===== src/inc/servo_supervisor_defines.vh =====
// register indices, field positions, reset values and timing constants
// assumes byte address = 4 * index on a 32-bit apb bus
`ifndef SERVO_SUPERVISOR_DEFINES_VH
`define SERVO_SUPERVISOR_DEFINES_VH
`define IDX_CMD 8'h1E
`define IDX_PRESET 8'h27
`define IDX_FWD 8'h48
`define IDX_SLEN 8'h53
`define IDX_PLIM 8'h54
`define IDX_RLIM 8'h55
`define IDX_OFFDLY 8'h8F
`define IDX_COMTO 8'h94
`define IDX_STATE 8'hA0
`define IDX_IRQ_STAT 8'hA1
`define IDX_IRQ_MASK 8'hA2
`define IDX_POS_IN 8'hA3
`define IDX_MODE 8'hA4
`define IDX_GSEL 8'hA5
`define BIT_SERVO_ON 0
`define BIT_GAIN2 11
`define BIT_SENS_ARST 12
`define BIT_ORIGIN_EN 13
`define BIT_POS_PRESET 14
`define BIT_SENS_MRST 15
`define RST_PRESET 32'h00000000
`define RST_OFFDLY 16'h0000
`define RST_COMTO 16'h03E8
`define MAX_OFFDLY 16'h2710
`define MAX_COMTO 16'h2710
`define MS_TIME_NS 1000000
`define CLK_PERIOD_NS 10
`define MS_CYCLES (`MS_TIME_NS / `CLK_PERIOD_NS)
`define EV_SOFTLIM 0
`define EV_COMLOSS 1
`define EV_OFFDONE 2
`define EV_ORIGIN 3
`define MODE_POS 2'h0
`define MODE_SPD 2'h1
`endif


===== src/rtl/servo_command_supervisor.v =====
// servo command supervisor: command word decode, off delay, direction,
// soft limits and communication-loss watchdog behind an apb slave
// assumes a 100 MHz clock and host-link activity pulses synchronous to it
//
// Contract
// - bit 11 selects second gain set
// - bit 12 clears absolute sensor alarms
// - bit 13 enables origin detection acceptance
// - bit 14 loads position from preset
// - bit 15 clears sensor alarms and turns
// - off delay is 0 to 10000 ms
// - servo stays energised for off delay
// - direction zero ccw, one cw forward
// - direction setting inverts reported position sign
// - soft limits signed, active only when enabled
// - limit passed forces zero speed, pos/speed modes
// - link silence for timeout turns servo off
// - timeout 1 to 10000 ms, zero disables
`include "servo_supervisor_defines.vh"
`default_nettype none
module servo_command_supervisor #(
    parameter MS_CYCLES = `MS_CYCLES
) (
    input wire REF_CLK,
    input wire RST_N,
    input wire PSEL,
    input wire PENABLE,
    input wire PWRITE,
    input wire [11:0] PADDR,
    input wire [31:0] PWDATA,
    output wire [31:0] PRDATA,
    output wire PREADY,
    output wire PSLVERR,
    input wire USB_RX_VALID,
    input wire BUS_RX_VALID,
    input wire ORIGIN_SIGNAL,
    input wire [31:0] RAW_POSITION,
    output wire GAIN_SET2,
    output wire SENSOR_ALARM_CLEAR,
    output wire SENSOR_MULTITURN_CLEAR,
    output wire ORIGIN_DETECTED,
    output wire POSITION_LOAD,
    output wire [31:0] POSITION_LOAD_VALUE,
    output wire [31:0] REPORTED_POSITION,
    output wire DIRECTION_CW,
    output wire SERVO_ENERGISED,
    output wire ZERO_SPEED_FORCE,
    output wire IRQ
);
    localparam ST_OFF = 3'b001;
    localparam ST_ON = 3'b010;
    localparam ST_DELAY = 3'b100;

    reg [15:0] cmd_reg;
    reg [31:0] preset_reg;
    reg fwd_reg;
    reg slen_reg;
    reg [31:0] plim_reg;
    reg [31:0] rlim_reg;
    reg [15:0] offdly_reg;
    reg [15:0] comto_reg;
    reg [1:0] mode_reg;
    reg [2:0] gsel_reg;
    reg [3:0] irq_stat_reg;
    reg [3:0] irq_mask_reg;
    reg [2:0] state_reg;
    reg [15:0] cmd_prev_reg;
    reg [31:0] ms_cnt_reg;
    reg [15:0] dly_cnt_reg;
    reg [15:0] wd_cnt_reg;
    reg wd_cut_reg;
    reg sens_arst_reg;
    reg sens_mrst_reg;
    reg pos_load_reg;
    reg origin_reg;
    reg zero_spd_reg;
    reg [31:0] prdata_reg;
    reg [31:0] pos_rep_reg;
    reg [31:0] rd_mux;
    reg [3:0] events;

    wire wr_en = PSEL && PENABLE && PWRITE;
    // read data is captured in the setup cycle so it stands at the access edge
    wire rd_setup = PSEL && !PENABLE && !PWRITE;
    wire [9:0] idx = PADDR[11:2];
    wire ms_tick = (ms_cnt_reg == MS_CYCLES - 1);
    wire link_rx = USB_RX_VALID || BUS_RX_VALID;
    wire servo_req = cmd_reg[`BIT_SERVO_ON] && !wd_cut_reg;
    wire [15:0] cmd_rise = cmd_reg & ~cmd_prev_reg;
    wire mode_ok = (mode_reg == `MODE_POS) || (mode_reg == `MODE_SPD);
    wire [31:0] pos_signed = fwd_reg ? (~RAW_POSITION + 32'h00000001) : RAW_POSITION;
    wire beyond = ($signed(pos_signed) > $signed(plim_reg)) ||
                  ($signed(pos_signed) < $signed(rlim_reg));

    // true for every index that has a register behind it
    function is_mapped;
        input [9:0] index;
        begin
            case (index)
                `IDX_CMD: is_mapped = 1'b1;
                `IDX_PRESET: is_mapped = 1'b1;
                `IDX_FWD: is_mapped = 1'b1;
                `IDX_SLEN: is_mapped = 1'b1;
                `IDX_PLIM: is_mapped = 1'b1;
                `IDX_RLIM: is_mapped = 1'b1;
                `IDX_OFFDLY: is_mapped = 1'b1;
                `IDX_COMTO: is_mapped = 1'b1;
                `IDX_STATE: is_mapped = 1'b1;
                `IDX_IRQ_STAT: is_mapped = 1'b1;
                `IDX_IRQ_MASK: is_mapped = 1'b1;
                `IDX_POS_IN: is_mapped = 1'b1;
                `IDX_MODE: is_mapped = 1'b1;
                `IDX_GSEL: is_mapped = 1'b1;
                default: is_mapped = 1'b0;
            endcase
        end
    endfunction

    wire mapped = is_mapped(idx);

    // clamp a millisecond setting to its legal ceiling
    function [15:0] clamp_ms;
        input [31:0] value;
        input [15:0] ceiling;
        begin
            if (value[31:16] != 16'h0000 || value[15:0] > ceiling) begin
                clamp_ms = ceiling;
            end else begin
                clamp_ms = value[15:0];
            end
        end
    endfunction

    assign PREADY = 1'b1;
    assign PSLVERR = PSEL && PENABLE && !mapped;
    assign PRDATA = prdata_reg;
    assign GAIN_SET2 = cmd_reg[`BIT_GAIN2];
    assign SENSOR_ALARM_CLEAR = sens_arst_reg;
    assign SENSOR_MULTITURN_CLEAR = sens_mrst_reg;
    assign ORIGIN_DETECTED = origin_reg;
    assign POSITION_LOAD = pos_load_reg;
    assign POSITION_LOAD_VALUE = preset_reg;
    assign REPORTED_POSITION = pos_rep_reg;
    assign DIRECTION_CW = fwd_reg;
    assign SERVO_ENERGISED = (state_reg != ST_OFF);
    assign ZERO_SPEED_FORCE = zero_spd_reg;
    assign IRQ = |(irq_stat_reg & irq_mask_reg);

    always @* begin
        rd_mux = 32'h00000000;
        case (idx)
            `IDX_CMD: begin
                rd_mux = {16'h0000, cmd_reg};
            end
            `IDX_PRESET: begin
                rd_mux = preset_reg;
            end
            `IDX_FWD: begin
                rd_mux = {31'h00000000, fwd_reg};
            end
            `IDX_SLEN: begin
                rd_mux = {31'h00000000, slen_reg};
            end
            `IDX_PLIM: begin
                rd_mux = plim_reg;
            end
            `IDX_RLIM: begin
                rd_mux = rlim_reg;
            end
            `IDX_OFFDLY: begin
                rd_mux = {16'h0000, offdly_reg};
            end
            `IDX_COMTO: begin
                rd_mux = {16'h0000, comto_reg};
            end
            `IDX_STATE: begin
                rd_mux = {27'h0000000, zero_spd_reg, wd_cut_reg, state_reg};
            end
            `IDX_IRQ_STAT: begin
                rd_mux = {28'h0000000, irq_stat_reg};
            end
            `IDX_IRQ_MASK: begin
                rd_mux = {28'h0000000, irq_mask_reg};
            end
            `IDX_POS_IN: begin
                rd_mux = pos_rep_reg;
            end
            `IDX_MODE: begin
                rd_mux = {30'h00000000, mode_reg};
            end
            `IDX_GSEL: begin
                rd_mux = {29'h00000000, gsel_reg};
            end
            default: begin
                rd_mux = 32'h00000000;
            end
        endcase
    end

    // zero wait states: the word must already stand when the access edge comes
    always @(posedge REF_CLK or negedge RST_N) begin
        if (!RST_N) begin
            prdata_reg <= 32'h00000000;
        end else if (rd_setup) begin
            prdata_reg <= rd_mux;
        end
    end

    always @* begin
        events = 4'h0;
        events[`EV_SOFTLIM] = slen_reg && mode_ok && beyond && !zero_spd_reg;
        events[`EV_COMLOSS] = (comto_reg != 16'h0000) && ms_tick && !link_rx &&
                              (wd_cnt_reg == comto_reg - 16'h0001) && !wd_cut_reg;
        events[`EV_OFFDONE] = (state_reg == ST_DELAY) && !servo_req &&
                              ((dly_cnt_reg >= offdly_reg));
        events[`EV_ORIGIN] = cmd_reg[`BIT_ORIGIN_EN] && ORIGIN_SIGNAL && !origin_reg;
    end

    always @(posedge REF_CLK or negedge RST_N) begin
        if (!RST_N) begin
            cmd_reg <= 16'h0000;
            preset_reg <= `RST_PRESET;
            fwd_reg <= 1'b0;
            slen_reg <= 1'b0;
            plim_reg <= 32'h7FFFFFFF;
            rlim_reg <= 32'h80000000;
            offdly_reg <= `RST_OFFDLY;
            comto_reg <= `RST_COMTO;
            mode_reg <= `MODE_POS;
            gsel_reg <= 3'h0;
            irq_stat_reg <= 4'h0;
            irq_mask_reg <= 4'h0;
        end else begin
            if (wr_en) begin
                case (idx)
                    `IDX_CMD: begin
                        cmd_reg <= PWDATA[15:0];
                    end
                    `IDX_PRESET: begin
                        preset_reg <= PWDATA;
                    end
                    `IDX_FWD: begin
                        fwd_reg <= PWDATA[0];
                    end
                    `IDX_SLEN: begin
                        slen_reg <= PWDATA[0];
                    end
                    `IDX_PLIM: begin
                        plim_reg <= PWDATA;
                    end
                    `IDX_RLIM: begin
                        rlim_reg <= PWDATA;
                    end
                    `IDX_OFFDLY: begin
                        offdly_reg <= clamp_ms(PWDATA, `MAX_OFFDLY);
                    end
                    `IDX_COMTO: begin
                        comto_reg <= clamp_ms(PWDATA, `MAX_COMTO);
                    end
                    `IDX_IRQ_MASK: begin
                        irq_mask_reg <= PWDATA[3:0];
                    end
                    `IDX_MODE: begin
                        mode_reg <= PWDATA[1:0];
                    end
                    `IDX_GSEL: begin
                        gsel_reg <= PWDATA[2:0];
                    end
                    default: begin
                        cmd_reg <= cmd_reg;
                    end
                endcase
            end
            // set wins over write-one-to-clear
            if (wr_en && idx == `IDX_IRQ_STAT) begin
                irq_stat_reg <= (irq_stat_reg & ~PWDATA[3:0]) | events;
            end else begin
                irq_stat_reg <= irq_stat_reg | events;
            end
        end
    end

    always @(posedge REF_CLK or negedge RST_N) begin
        if (!RST_N) begin
            cmd_prev_reg <= 16'h0000;
            sens_arst_reg <= 1'b0;
            sens_mrst_reg <= 1'b0;
            pos_load_reg <= 1'b0;
            origin_reg <= 1'b0;
            pos_rep_reg <= 32'h00000000;
            zero_spd_reg <= 1'b0;
        end else begin
            cmd_prev_reg <= cmd_reg;
            sens_arst_reg <= cmd_rise[`BIT_SENS_ARST];
            sens_mrst_reg <= cmd_rise[`BIT_SENS_MRST];
            pos_load_reg <= cmd_rise[`BIT_POS_PRESET];
            // latched until the homing enable drops
            if (!cmd_reg[`BIT_ORIGIN_EN]) begin
                origin_reg <= 1'b0;
            end else if (ORIGIN_SIGNAL) begin
                origin_reg <= 1'b1;
            end
            pos_rep_reg <= pos_signed;
            zero_spd_reg <= slen_reg && mode_ok && beyond;
        end
    end

    // shared millisecond base; watchdog and off delay are only ms-accurate
    always @(posedge REF_CLK or negedge RST_N) begin
        if (!RST_N) begin
            ms_cnt_reg <= 32'h00000000;
        end else if (ms_tick) begin
            ms_cnt_reg <= 32'h00000000;
        end else begin
            ms_cnt_reg <= ms_cnt_reg + 32'h00000001;
        end
    end

    always @(posedge REF_CLK or negedge RST_N) begin
        if (!RST_N) begin
            wd_cnt_reg <= 16'h0000;
            wd_cut_reg <= 1'b0;
        end else begin
            if (link_rx || comto_reg == 16'h0000) begin
                wd_cnt_reg <= 16'h0000;
            end else if (ms_tick && wd_cnt_reg != comto_reg) begin
                wd_cnt_reg <= wd_cnt_reg + 16'h0001;
            end
            // cut stays until software drops the servo-on bit
            if (!cmd_reg[`BIT_SERVO_ON]) begin
                wd_cut_reg <= 1'b0;
            end else if (events[`EV_COMLOSS]) begin
                wd_cut_reg <= 1'b1;
            end
        end
    end

    always @(posedge REF_CLK or negedge RST_N) begin
        if (!RST_N) begin
            state_reg <= ST_OFF;
            dly_cnt_reg <= 16'h0000;
        end else begin
            case (state_reg)
                ST_OFF: begin
                    dly_cnt_reg <= 16'h0000;
                    if (servo_req) begin
                        state_reg <= ST_ON;
                    end
                end
                ST_ON: begin
                    dly_cnt_reg <= 16'h0000;
                    if (!servo_req) begin
                        state_reg <= ST_DELAY;
                    end
                end
                ST_DELAY: begin
                    if (servo_req) begin
                        state_reg <= ST_ON;
                    end else if (dly_cnt_reg >= offdly_reg) begin
                        state_reg <= ST_OFF;
                    end else if (ms_tick) begin
                        dly_cnt_reg <= dly_cnt_reg + 16'h0001;
                    end
                end
                default: state_reg <= ST_OFF;
            endcase
        end
    end
endmodule
`default_nettype wire


===== config.mk =====
export PLATFORM = sky130hd
export DESIGN_NAME = servo_command_supervisor
export DESIGN_NICKNAME = d
export VERILOG_FILES = /design/src/rtl/servo_command_supervisor.v
export VERILOG_INCLUDE_DIRS = /design/src /design/src/inc
export SDC_FILE = /design/constraint.sdc
export NUM_CORES = 1
export LEC_CHECK = 0
export BUFFER_PORTS_ARGS = -buffer_cell sky130_fd_sc_hd__buf_2
export CORE_MARGIN = 2
export CORE_UTILIZATION = 55
export DETAILED_ROUTE_END_ITERATION = 7
export PLACE_DENSITY = 0.83
export SLEW_MARGIN = 15
export SYNTH_ARGS = -nofsm -noshare
export SYNTH_HDL_FRONTEND = slang
export SYNTH_SLANG_ARGS = --single-unit
export TNS_END_PERCENT = 100

===== constraint.sdc =====
create_clock -name REF_CLK -period 5.3 [get_ports REF_CLK]
set_clock_uncertainty 0.1 [all_clocks]
set_input_delay 1.06 -clock REF_CLK [delete_from_list [all_inputs] [get_ports REF_CLK]]
set_output_delay 1.06 -clock REF_CLK [all_outputs]
set_load 0.005 [all_outputs]

==> insert_results.sql <==
INSERT INTO impl_metrics (metric_group, metric, value, unit) VALUES
('floorplan', 'die_y', '176', 'um'),
('global_route', 'grt.met2_usage', '49.2', '%'),
('cts', 'postcts_setup_bufs', '0', ''),
('timing', 'timing.slew.headroom', '28.5', '%'),
('timing', 'setup_violations', '0', ''),
('cts', 'tritoncts', 'yes', ''),
('critical_path', 'worst-endpoint-arrival', '5.42', 'ns'),
('floorplan', 'die_area', '0.0308', 'sq mm'),
('placement', 'count_of_placed_standard_cells_including_taps', '2087', ''),
('floorplan', 'ios', '191', ''),
('synth', 'synth-edff-count', '0', ''),
('timing', 'fmaxAchievable', '0.197', 'GHz'),
('timing', 'grt_setup_unrepaired', 'false', ''),
('synth', 'ys_top_cells_by_count', 'dfrtp_1, nand2_1, mux2_2, inv_1, ha_1', ''),
('drt', 'vias_per_cell', '6.28', ''),
('drt', 'drt-total-wl', '46.2', 'mm'),
('critical_path', 'r2r-start', 'DIRECTION_CW', ''),
('status', 'run_status', 'finished, violations left', ''),
('drt', 'drt_iter0_markers', '1470', ''),
('cts', 'worst_skew_pair.late_latency', '0.54', 'ns'),
('critical_path', 'critPathSlowestCell', 'a2111oi_1', ''),
('floorplan', 'die_width', '176', 'um'),
('synth', 'async_flop_share', '100', '%'),
('critical_path', 'worst_r2r_path_depth', '11', ''),
('drt', 'postRouteAntennaNets', '0', ''),
('cts', 'cts.sinks', '299', ''),
('global_route', 'number_of_antenna_violations_at_the_first_check_in_global_routing', '6', ''),
('pwr', 'leakagePower', '8.64', 'nW'),
('synth', 'largest_family_of_logic_cells_by_synthesized_area', 'simple AND/OR/NAND/NOR gates', ''),
('timing', 'layout_min_cycle_time', '5.06', 'ns'),
('synth', 'ys_seq_elements', '299', ''),
('global_route', 'use_met1', '38.4', '%'),
('floorplan', 'placement_rows', '62', ''),
('critical_path', 'timing.critical_path.max_delay_family', 'compound AO/OA/AOI/OAI gates', ''),
('min_path', 'min-delay-start', 'cmd_prev_reg[14]', ''),
('cells_and_area', 'layout-drive-gt1-share', '27.3', '%'),
('synth', 'synth.mux.area_fraction', '9.12', '%'),
('pwr', 'total_power', '0.00518', 'W'),
('cts', 'clock_pin_slew_on_the_worst_setup_and_hold_paths', '0.07', 'ns'),
('synth', 'ys_warn_count', '0', ''),
('drt', 'dr_total_vias', '13512', ''),
('placement', 'port_buf_inserts', '187', ''),
('timing', 'timing_max_transition_violations_final', '0', ''),
('critical_path', 'peak_fanout_along_the_critical_path', '4', ''),
('synth', 'synth.yosys.seq_area_share', '46.5', '%'),
('cts', 'cts_made_buffers', '34', ''),
('timing', 'worstMarginPinSlew', '1.06', 'ns'),
('critical_path', 'critical_path_class', 'in2reg', ''),
('synth', 'ys_dominant_reg_cell', 'dfrtp_1', ''),
('synth', 'synth_cell_type_count', '75', ''),
('critical_path', 'crit_path_end_kind', 'flop', ''),
('global_route', 'grt.total_usage', '30.1', '%'),
('drt', 'drcViolationCount', '7', ''),
('status', 'failed_checks', 'DRC', ''),
('global_route', 'grt_pass1_vias', '13794', ''),
('cts', 'buffer_levels_on_the_longest_clock_path', '3', ''),
('timing', 'final_min_period_over_clock_period', '95.6', '%'),
('cells_and_area', 'layout.cells.non_filler', '2153', ''),
('global_route', 'global_route.usage.met3', '6.80', '%'),
('global_route', 'grt_first_pass_wirelength', '73.8', 'mm'),
('global_route', 'globalRoute.totalOverflow', '0', ''),
('synth', 'synth_fa_ha_area_share', '6.49', '%'),
('cells_and_area', 'area_added_between_synthesis_and_finish', '16.5', '%'),
('synth', 'post_synthesis_xor_xnor_area_fraction', '5.25', '%'),
('flow_run', 'cap_violations', '0', ''),
('critical_path', 'crit_path_cell_trace', 'buf_2, inv_1, ha_1, or3b_2, or4_4, nand2b_4, or4_4, o21ai_0, xnor2_1, ha_1, a21oi_1, nand2_1, a221oi_1, o22ai_1, a2111oi_1, o21ba_2, o31ai_1', ''),
('placement', 'gp_routability_congestion', '0.898', ''),
('global_route', 'grt_busiest_layer', 'met2', ''),
('timing', 'finalHoldViolations', '0', ''),
('synth', 'synthesized_area_fraction_occupied_by_ao_oa_aoi_and_oai_cells', '13.2', '%'),
('cells_and_area', 'finish.utilization', '65.4', '%');
-- power by group --
| group | switching, W | internal, W |
|---|---|---|
| logic | 0.000179 | 0.0000980 |
| registers | 0.0000192 | 0.00230 |
| clock network | 0.000999 | 0.00158 |
-- metrics by stage --
step / hold WS [ns] / area (sq um)
2_1_floorplan: 0.278 / 16200
3_3_place_gp: 0.281 / 17600
3_5_place_dp: 0.287 / 17600
4_1_cts: 0.293 / 18900
5_1_grt: 0.307 / 18900
6_report: 0.290 / 18900
-- worst max path at each step --
stage	from	endpoint	slack (ns)
floorplan	RAW_POSITION[0]	ZERO_SPEED_FORCE	0.25
global placement	RAW_POSITION[0]	irq_stat_reg[0]	-0.17
detailed placement	RAW_POSITION[0]	irq_stat_reg[0]	-0.32
CTS	RAW_POSITION[0]	irq_stat_reg[0]	0.16
global route	RAW_POSITION[0]	irq_stat_reg[0]	0.04
finish	RAW_POSITION[0]	irq_stat_reg[0]	0.24
-- metal layers --
layer	wire [um]	part of all wire (%)	up-vias
met1	18100	39	6601
met2	22100	48	700
met5	37	0.080	-
li1	-	-	6042
met4	2020	4.4	6
met3	3960	8.6	163
-- logic make-up (layout without fill, tap and decap cells) --
group | after synthesis | after routing
compound gates | 315 | 315
xor+xnor | 97 | 97
fa+ha+maj | 84 | 84
buf+inv | 167 | 381
flops | 299 | 299
mux | 132 | 132
other cells | 1 | 5
simple gates | 456 | 456
-- layout by cell type (no fill, tap or decap), drive strengths merged, types with 6 or more instances in the layout --
master,netlist,routed
nand2b,13,13
a221oi,7,7
clkbuf,50,47
xnor2,75,75
ha,84,84
nor2,49,49
and4,7,7
a31oi,7,7
nor3,22,22
a21o,29,29
nand4,33,33
a222oi,45,45
nand4b,6,6
o31ai,20,20
inv,95,97
and2,10,10
nor4,26,26
a22oi,9,9
a21oi,73,73
dfstp,39,39
o21ai,84,84
dfrtp,260,260
a211oi,6,6
mux2,124,124
or4,16,16
nand2,164,164
or3,22,22
nor2b,13,13
mux2i,8,8
and3,13,13
xor2,22,22
nand3,36,36
buf,22,224
-- repair_timing --
item,in CTS,in global routing
gates resized for setup,0,1
endpoints found under the setup margin,0,1
hold buffers,0,0
-- final cells by class --
cell class              instances  area (sq um)
flip-flops and latches        299          7530
repair buffers                224          1240
multi-input cells            1085          8020
clock inverters                15           230
well taps                     384           480
inverters                      95           357
fillers                      2161         10000
clock buffers                  47          1000
diodes                          4          10.0
Note: power is estimated with default switching activity, not from simulation.
